$ cat config.mk
export PLATFORM = sky130hd
export DESIGN_NAME = light_conv_ctl
export DESIGN_NICKNAME = d
export VERILOG_FILES = /design/src/inc/light_ctl_pkg.sv /design/src/inc/conv_timer_if.sv /design/src/hdl/conv_timer.sv /design/src/hdl/light_conv_ctl.sv
export SDC_FILE = /design/constraint.sdc
export NUM_CORES = 1
export LEC_CHECK = 0
export BUFFER_PORTS_ARGS = -buffer_cell sky130_fd_sc_hd__buf_2
export CORE_ASPECT_RATIO = 0.75
export CORE_UTILIZATION = 25
export DETAILED_ROUTE_END_ITERATION = 8
export MAX_ROUTING_LAYER = met4
export REMOVE_ABC_BUFFERS = 1
export SYNTH_ARGS = -nofsm -noshare
export SYNTH_HDL_FRONTEND = slang
export SYNTH_SLANG_ARGS = --single-unit
export TNS_END_PERCENT = 50
$ cat constraint.sdc
create_clock -name ref_clk -period 7.2 [get_ports ref_clk]
set_clock_uncertainty 0.05 [all_clocks]
set_input_delay 0.72 -clock ref_clk [delete_from_list [all_inputs] [get_ports ref_clk]]
set_output_delay 0.72 -clock ref_clk [all_outputs]
set_load 0.02 [all_outputs]
$ cat src/inc/light_ctl_pkg.sv
package light_ctl_pkg;
   // ------------------------------------------------------------
   // Operation control register layout
   // ------------------------------------------------------------
   localparam int RANGE_MSB     = 15;
   localparam int RANGE_LSB     = 12;
   localparam int DUR_BIT       = 11;
   localparam int MODE_MSB      = 10;
   localparam int MODE_LSB      = 9;
   localparam int OVF_BIT       = 8;
   localparam int DONE_BIT      = 7;
   localparam int ABOVE_BIT     = 6;
   localparam int BELOW_BIT     = 5;
   localparam int AUX_MSB       = 4;

   // Reset values
   localparam logic [3:0] RANGE_RST = 4'hc;
   localparam logic       DUR_RST   = 1'b1;
   localparam logic [1:0] MODE_RST  = 2'h0;
   localparam logic [4:0] AUX_RST   = 5'h10;

   // ------------------------------------------------------------
   // Codes
   // ------------------------------------------------------------
   localparam logic [3:0] RANGE_AUTO  = 4'hc;
   localparam logic [3:0] RANGE_TOP   = 4'hb;
   localparam logic [3:0] RANGE_FIRST = 4'h0;
   localparam logic [3:0] RANGE_FULL1 = 4'h5;
   localparam logic [3:0] RANGE_FULL2 = 4'h1;
   localparam logic [1:0] MODE_OFF    = 2'h0;
   localparam logic [1:0] MODE_SINGLE = 2'h1;

   // ------------------------------------------------------------
   // Timing
   // ------------------------------------------------------------
   localparam int CLK_KHZ      = 250000;
   localparam int CONV_SHORT_MS = 100;
   localparam int CONV_LONG_MS  = 800;
   localparam int CONV_SHORT_CYC = CONV_SHORT_MS * CLK_KHZ;
   localparam int CONV_LONG_CYC  = CONV_LONG_MS * CLK_KHZ;
endpackage

$ cat src/inc/conv_timer_if.sv
`timescale 1ns/1ns
interface conv_timer_if;
   logic        start;
   logic [31:0] load;
   logic        expired;
   modport ctl (output start, output load, input expired);
   modport tmr (input start, input load, output expired);
endinterface

$ cat src/hdl/conv_timer.sv
`timescale 1ns/1ns
module conv_timer
   import light_ctl_pkg::*;
(
   // Clock and reset
   input wire logic  ref_clk,
   input wire logic  reset,
   // Control side
   conv_timer_if.tmr tif
);
   logic [31:0] count_r;
   logic [31:0] count_nxt;
   logic        run_r;
   logic        run_nxt;

   // A start always reloads, so an abort plus restart needs no stop
   always_comb begin
      count_nxt = count_r;
      run_nxt   = run_r;
      if (tif.start) begin
         count_nxt = tif.load;
         run_nxt   = 1'b1;
      end else if (run_r) begin
         count_nxt = count_r - 32'h1;
         if (count_r == 32'h1) begin
            run_nxt = 1'b0;
         end
      end
   end

   always_ff @(posedge ref_clk) begin
      if (reset) begin
         count_r <= 32'h0;
         run_r   <= 1'b0;
      end else begin
         count_r <= count_nxt;
         run_r   <= run_nxt;
      end
   end

   // One-cycle pulse on the last cycle of the interval; start is not looked at
   // here, since the control side derives start from this pulse (no comb loop)
   assign tif.expired = run_r && (count_r == 32'h1);
endmodule

$ cat src/hdl/light_conv_ctl.sv
`timescale 1ns/1ns
module light_conv_ctl
   import light_ctl_pkg::*;
#(
   parameter int SHORT_CYC = CONV_SHORT_CYC,
   parameter int LONG_CYC  = CONV_LONG_CYC
)(
   // Clock and reset
   input  wire logic        ref_clk,
   input  wire logic        reset,
   // Register port
   input  wire logic        cfg_wr,
   input  wire logic [15:0] cfg_wdata,
   input  wire logic        cfg_rd,
   output logic      [15:0] cfg_rdata,
   // Converter front end
   input  wire logic        fe_overload,
   input  wire logic [11:0] fe_count,
   output logic             fe_integrate,
   output logic      [3:0]  fe_range,
   output logic             fe_long,
   // Result
   output logic      [15:0] result_word
);
   typedef enum logic {st_idle, st_conv} conv_state_t;

   // ------------------------------------------------------------
   // State
   // ------------------------------------------------------------
   conv_state_t state_r, state_nxt;
   logic [3:0]  range_r, range_nxt;
   logic        dur_r, dur_nxt;
   logic [1:0]  mode_r, mode_nxt;
   logic        ovf_r, ovf_nxt;
   logic        done_r, done_nxt;
   logic [4:0]  aux_r, aux_nxt;
   logic [3:0]  act_r, act_nxt;
   logic        seen_r, seen_nxt;
   logic [15:0] result_r, result_nxt;
   logic [15:0] rdata_r, rdata_nxt;
   logic        is_auto;
   logic        retry;
   logic        finish;
   logic [11:0] trimmed;
   logic [3:0]  start_range;

   conv_timer_if tif ();

   conv_timer u_timer (
      .ref_clk (ref_clk),
      .reset   (reset),
      .tif     (tif)
   );

   // Reserved codes above automatic are also run as automatic
   assign is_auto = (range_r >= RANGE_AUTO);

   // ------------------------------------------------------------
   // Conversion events
   // ------------------------------------------------------------
   // Raise and retry
   assign retry  = (state_r == st_conv) && tif.expired && is_auto
                   && (seen_r || fe_overload) && (act_r < RANGE_TOP);
   assign finish = (state_r == st_conv) && tif.expired && !retry;

   // Automatic search starts low; manual uses field
   assign start_range = is_auto ? RANGE_FIRST : range_r;

   // Short time trims noise bits at the low ranges
   always_comb begin
      trimmed = fe_count;
      if (!dur_r) begin
         if (act_r == RANGE_FIRST) begin
            trimmed = {fe_count[11:3], 3'h0};
         end else if (act_r >= RANGE_FULL2 && act_r < RANGE_FULL1) begin
            trimmed = {fe_count[11:2], 2'h0};
         end else if (act_r == RANGE_FULL1) begin
            trimmed = {fe_count[11:1], 1'h0};
         end
      end
   end

   // ------------------------------------------------------------
   // Next values
   // ------------------------------------------------------------
   always_comb begin
      state_nxt  = state_r;
      range_nxt  = range_r;
      dur_nxt    = dur_r;
      mode_nxt   = mode_r;
      ovf_nxt    = ovf_r;
      done_nxt   = done_r;
      aux_nxt    = aux_r;
      act_nxt    = act_r;
      seen_nxt   = seen_r || fe_overload;
      result_nxt = result_r;
      rdata_nxt  = rdata_r;
      tif.start  = 1'b0;
      tif.load   = dur_r ? 32'(LONG_CYC) : 32'(SHORT_CYC);

      case (state_r)
         st_idle: begin
            // Any non-off mode starts a conversion
            if (mode_r != MODE_OFF) begin
               tif.start = 1'b1;
               state_nxt = st_conv;
               act_nxt   = start_range;
               seen_nxt  = 1'b0;
            end
         end
         st_conv: begin
            if (retry) begin
               // Retry stops at the top range
               tif.start = 1'b1;
               act_nxt   = act_r + 4'h1;
               seen_nxt  = 1'b0;
            end else if (finish) begin
               // Manual range flags any overload seen
               // Automatic reaches here overloaded only at top
               ovf_nxt    = seen_r || fe_overload;
               result_nxt = {act_r, trimmed};
               done_nxt   = 1'b1;
               state_nxt  = st_idle;
               if (mode_r == MODE_SINGLE) begin
                  mode_nxt = MODE_OFF;
               end
            end
         end
         default: state_nxt = st_idle;
      endcase

      // Read answers with the flag, then clears it
      if (cfg_rd) begin
         rdata_nxt = {range_r, dur_r, mode_r, ovf_r, done_r, 2'h0, aux_r};
         if (!finish) begin
            done_nxt = 1'b0;
         end
      end

      // A write aborts; the idle state restarts if asked
      if (cfg_wr) begin
         range_nxt = cfg_wdata[RANGE_MSB:RANGE_LSB];
         dur_nxt   = cfg_wdata[DUR_BIT];
         mode_nxt  = cfg_wdata[MODE_MSB:MODE_LSB];
         aux_nxt   = cfg_wdata[AUX_MSB:0];
         state_nxt = st_idle;
         // Shutdown writes keep the done flag
         if (cfg_wdata[MODE_MSB:MODE_LSB] != MODE_OFF && !finish) begin
            done_nxt = 1'b0;
         end
      end
   end

   always_ff @(posedge ref_clk) begin
      if (reset) begin
         state_r  <= st_idle;
         range_r  <= RANGE_RST;
         dur_r    <= DUR_RST;
         mode_r   <= MODE_RST;
         ovf_r    <= 1'b0;
         done_r   <= 1'b0;
         aux_r    <= AUX_RST;
         act_r    <= RANGE_FIRST;
         seen_r   <= 1'b0;
         result_r <= 16'h0;
         rdata_r  <= 16'h0;
      end else begin
         state_r  <= state_nxt;
         range_r  <= range_nxt;
         dur_r    <= dur_nxt;
         mode_r   <= mode_nxt;
         ovf_r    <= ovf_nxt;
         done_r   <= done_nxt;
         aux_r    <= aux_nxt;
         act_r    <= act_nxt;
         seen_r   <= seen_nxt;
         result_r <= result_nxt;
         rdata_r  <= rdata_nxt;
      end
   end

   // Outputs
   assign cfg_rdata    = rdata_r;
   assign result_word  = result_r;
   assign fe_integrate = (state_r == st_conv);
   assign fe_range     = act_r;
   assign fe_long      = dur_r;
endmodule

==> impl_metrics.xml <==
<?xml version="1.0" encoding="UTF-8"?>
<metrics>
  <group name="placed_design">
    <metric name="hpwl" unit="microns">5860</metric>
    <metric name="finalWeightedCongestion" unit="">0.754</metric>
    <metric name="portBuffers" unit="">64</metric>
    <metric name="post_dp_cell_area" unit="sq um">4140</metric>
  </group>
  <group name="finish">
    <metric name="num_antenna_cells" unit="">0</metric>
    <metric name="final_nets" unit="">479</metric>
    <metric name="design_area_final" unit="sq um">4420</metric>
    <metric name="fraction_of_final_layout_cells_with_drive_strength_greater_than_1" unit="%">20.7</metric>
    <metric name="multi_input_area" unit="sq um">1860</metric>
    <metric name="nFillCells" unit="">1455</metric>
    <metric name="areaGrowthSynthToFinish" unit="%">20.3</metric>
    <metric name="sequential_cell_area" unit="sq um">1660</metric>
  </group>
  <group name="sta">
    <metric name="number_of_setup_violations_in_the_final_report" unit="">0</metric>
    <metric name="timing.fmax" unit="MHz">329</metric>
    <metric name="worst_tran_pin_value" unit="ps">845</metric>
    <metric name="number_of_pins_with_negative_max_slew_slack_in_the_final_report" unit="">0</metric>
    <metric name="slew_headroom" unit="%">43.2</metric>
    <metric name="setup_total_negative_slack" unit="ps">0</metric>
    <metric name="layout_worst_path_cycle_share" unit="%">42.2</metric>
    <metric name="unrepaired_setup_endpoints_after_global_routing" unit="">no</metric>
    <metric name="finalCriticalPeriod" unit="ps">3040</metric>
    <metric name="hold_viol_final" unit="">0</metric>
  </group>
  <group name="clock_network">
    <metric name="insertion_delay_to_the_later_sink_of_the_worst_skew_pair" unit="ps">340</metric>
    <metric name="ctsRootBufferMaster" unit="">sky130_fd_sc_hd__clkbuf_16</metric>
    <metric name="tritoncts" unit="">yes</metric>
    <metric name="cts.sink_count" unit="">83</metric>
    <metric name="cts_post_setup_buffers_inserted" unit="">0</metric>
    <metric name="post_cts_resized" unit="">0</metric>
    <metric name="cts_inserted_buffers" unit="">9</metric>
    <metric name="cts.htree.levels" unit="">3</metric>
    <metric name="path_clk_slew" unit="ps">60</metric>
    <metric name="clk_path_buf_depth" unit="">2</metric>
    <metric name="postCtsHoldBufs" unit="">0</metric>
  </group>
  <group name="synth">
    <metric name="syn_avg_cell_area" unit="sq um">9.47</metric>
    <metric name="synth_ff_type" unit="">sky130_fd_sc_hd__dfxtp_1</metric>
    <metric name="number_of_synthesized_flops_with_an_enable_pin" unit="">0</metric>
    <metric name="synth.distinct_cells" unit="">55</metric>
    <metric name="synthesis.yosys.warnings" unit="">0</metric>
    <metric name="synthDominantCellAreaShare" unit="%">45.2</metric>
    <metric name="syn_inst" unit="">388</metric>
    <metric name="async_flop_share" unit="%">0</metric>
    <metric name="synth_area" unit="sq um">3670</metric>
    <metric name="yosysSeqAreaShare" unit="%">45.2</metric>
    <metric name="ys_top_cells_by_area" unit="">sky130_fd_sc_hd__dfxtp_1 45%, sky130_fd_sc_hd__mux2i_1 11%, sky130_fd_sc_hd__nor2_1 5.3%</metric>
    <metric name="synth_area_leader_cell" unit="">sky130_fd_sc_hd__dfxtp_1</metric>
    <metric name="postSynthRegisterBits" unit="">83</metric>
  </group>
  <group name="min_path">
    <metric name="worstHoldPathCells" unit="">2</metric>
    <metric name="timing.hold.worst.class" unit="">reg2reg</metric>
    <metric name="holdCritStartpoint" unit="">result_word[2]</metric>
    <metric name="holdPathEnd" unit="">result_word[2]</metric>
  </group>
  <group name="drt">
    <metric name="postRouteWirelength" unit="microns">8640</metric>
    <metric name="routed_via_density" unit="">4.63</metric>
    <metric name="route.detailed.wl_per_inst" unit="microns">13.5</metric>
    <metric name="detailroute.via_count" unit="">2966</metric>
    <metric name="detail_route.first_pass.iterations" unit="">4</metric>
    <metric name="ant_nets" unit="">0</metric>
    <metric name="dr.first_iter.drc_count" unit="">107</metric>
    <metric name="detail_route.drc_violations" unit="">0</metric>
  </group>
  <group name="floorplanning">
    <metric name="placementRows" unit="">37</metric>
    <metric name="floorplan.die.height" unit="microns">107</metric>
    <metric name="floorplan.io_pins" unit="">71</metric>
    <metric name="chipWidth" unit="microns">142</metric>
    <metric name="start_util" unit="%">26.2</metric>
    <metric name="floorplan_core_area" unit="sq um">14000</metric>
    <metric name="die-area" unit="sq um">15200</metric>
  </group>
  <group name="critical_path">
    <metric name="critPathArrivalTime" unit="ps">3170</metric>
    <metric name="worst-r2r-cell-count" unit="">5</metric>
    <metric name="worstSetupStartpoint" unit="">u_timer.count_r[8]</metric>
    <metric name="r2r_setup_slack" unit="ps">4160</metric>
    <metric name="critical_path.reg2reg.endpoint" unit="">u_timer.count_r[12]</metric>
    <metric name="timing.critical_path.fanout_max" unit="">13</metric>
    <metric name="worst-setup-path-type" unit="">reg2reg</metric>
    <metric name="worst_setup_path_start_kind" unit="">register</metric>
    <metric name="worst_ep_required_time" unit="ps">7330</metric>
    <metric name="crit_path_max_incr_delay" unit="ps">730</metric>
    <metric name="critical_path.cell_chain" unit="">or4_1 -&gt; nand4bb_4 -&gt; or3_1 -&gt; a21boi_0 -&gt; a211oi_1</metric>
    <metric name="cpMaxStageDelayCell" unit="">sky130_fd_sc_hd__a21boi_0</metric>
    <metric name="crit-reg2reg-launch" unit="">u_timer.count_r[8]</metric>
    <metric name="critPathCaptureType" unit="">register</metric>
  </group>
  <group name="global_routing">
    <metric name="grt_antenna_before_repair" unit="">0</metric>
    <metric name="grt_max_degree" unit="">79</metric>
    <metric name="global_route.usage.total" unit="%">12.4</metric>
    <metric name="grt_pass1_wl" unit="microns">14400</metric>
    <metric name="grt_pass1_vias" unit="">2947</metric>
    <metric name="global_route.overflow_total" unit="">0</metric>
  </group>
  <group name="run">
    <metric name="timing.max_cap.violations" unit="">0</metric>
  </group>
  <group name="pwr">
    <metric name="worst_ir_drop_vdd" unit="mV">0.146</metric>
    <metric name="leakagePower" unit="uW">0.00174</metric>
    <metric name="power_density" unit="nW/um^2">254</metric>
  </group>
  <group name="outcome">
    <metric name="result_of_the_run" unit="">complete, no violations</metric>
  </group>
</metrics>
[routing by layer]
metal	wire (microns)	part of all wire [%]	track usage [%]
met1	4200	49	15.1
met5	0	0	-
met2	3990	46	19.9
met4	85	0.98	3.69
met3	368	4.3	3.66
[worst max path at each step]
stage | end | slack, ps | depth (start not counted)
after floorplan | mode_r[0] | 3880 | 5
after global placement | u_timer.count_r[20] | 4200 | 5
after detailed placement | u_timer.count_r[20] | 4100 | 5
after CTS | u_timer.count_r[20] | 4100 | 5
after global routing | u_timer.count_r[6] | 3940 | 5
final | u_timer.count_r[12] | 4160 | 5
[cell usage after synthesis (all sizes together), types with 8 or more instances]
library cell	instances
nor2	52
mux2i	39
inv	8
clkbuf	13
nor4	12
dfxtp	83
a211oi	15
buf	13
nand2	17
a21oi	13
nor3	25
xnor2	22
[cell usage in the layout (no fill, tap or decap), types with 4 or more instances in the layout]
cell	count
sky130_fd_sc_hd__dfxtp_1	83
sky130_fd_sc_hd__buf_2	64
sky130_fd_sc_hd__nor2_1	52
sky130_fd_sc_hd__mux2i_1	39
sky130_fd_sc_hd__nor3_1	25
sky130_fd_sc_hd__xnor2_1	22
sky130_fd_sc_hd__nand2_1	17
sky130_fd_sc_hd__a211oi_1	14
sky130_fd_sc_hd__a21oi_1	12
sky130_fd_sc_hd__nor4_1	10
sky130_fd_sc_hd__clkbuf_16	9
sky130_fd_sc_hd__inv_1	8
sky130_fd_sc_hd__nand3_1	7
sky130_fd_sc_hd__xor2_1	7
sky130_fd_sc_hd__ha_1	6
sky130_fd_sc_hd__or4_1	5
sky130_fd_sc_hd__nor3b_1	4
[flip-flops by register name, summed over array words and instances, names as in the netlist]
signal / cells
fe_long: 1
done_r: 1
fe_range: 4
aux_r: 5
fe_integrate: 1
seen_r: 1
cfg_rdata: 14
u_timer.count_r: 32
u_timer.run_r: 1
range_r: 4
mode_r: 2
result_word: 16
ovf_r: 1
[where the power goes]
group	internal [uW]	leakage, uW	switching, uW
combinational	72.5	0.000924	98.4
clock	253	0.000136	182
sequential	488	0.000679	31.0
[kinds of logic after synthesis]
kind of cell,synth area share (%)
buffers and inverters,4.36
adder cells (fa/ha/maj),2.04
XOR/XNOR,6.91
multiplexers,10.6
flip-flops,45.2
AND/OR/NAND/NOR,20.3
AO/OA/AOI/OAI,10.5
other,0.102
[critical path, delay by kind of cell, from the launching register on]
| kind | cells | cell delay [ps] |
|---|---|---|
| simple gates | 3 | 1640 |
| compound gates | 2 | 830 |
| flops | 1 | 350 |
[per-stage QoR]
stage | utilization [%] | hold WS [ps] | setup slack [ps] | total power, uW | std cells
after floorplan | - | 391 | 3880 | 641 | 363
after global placement | 29.5 | 404 | 4200 | 691 | 624
after detailed placement | 29.5 | 420 | 4100 | 698 | 624
after CTS | 31.5 | 431 | 4100 | 1140 | 640
after global routing | 31.5 | 457 | 3940 | 1190 | 640
final | 31.5 | 424 | 4160 | 1120 | 640
[area by class of cell]
class,instances,share of cell area [%]
multi-input cells,271,42.2
inverters,9,0.764
well taps,195,5.52
flip-flops and latches,83,37.6
clock inverters,3,0.481
clock buffers,13,5.89
repair buffers,66,7.59
Note: power is estimated with default switching activity, not from simulation.
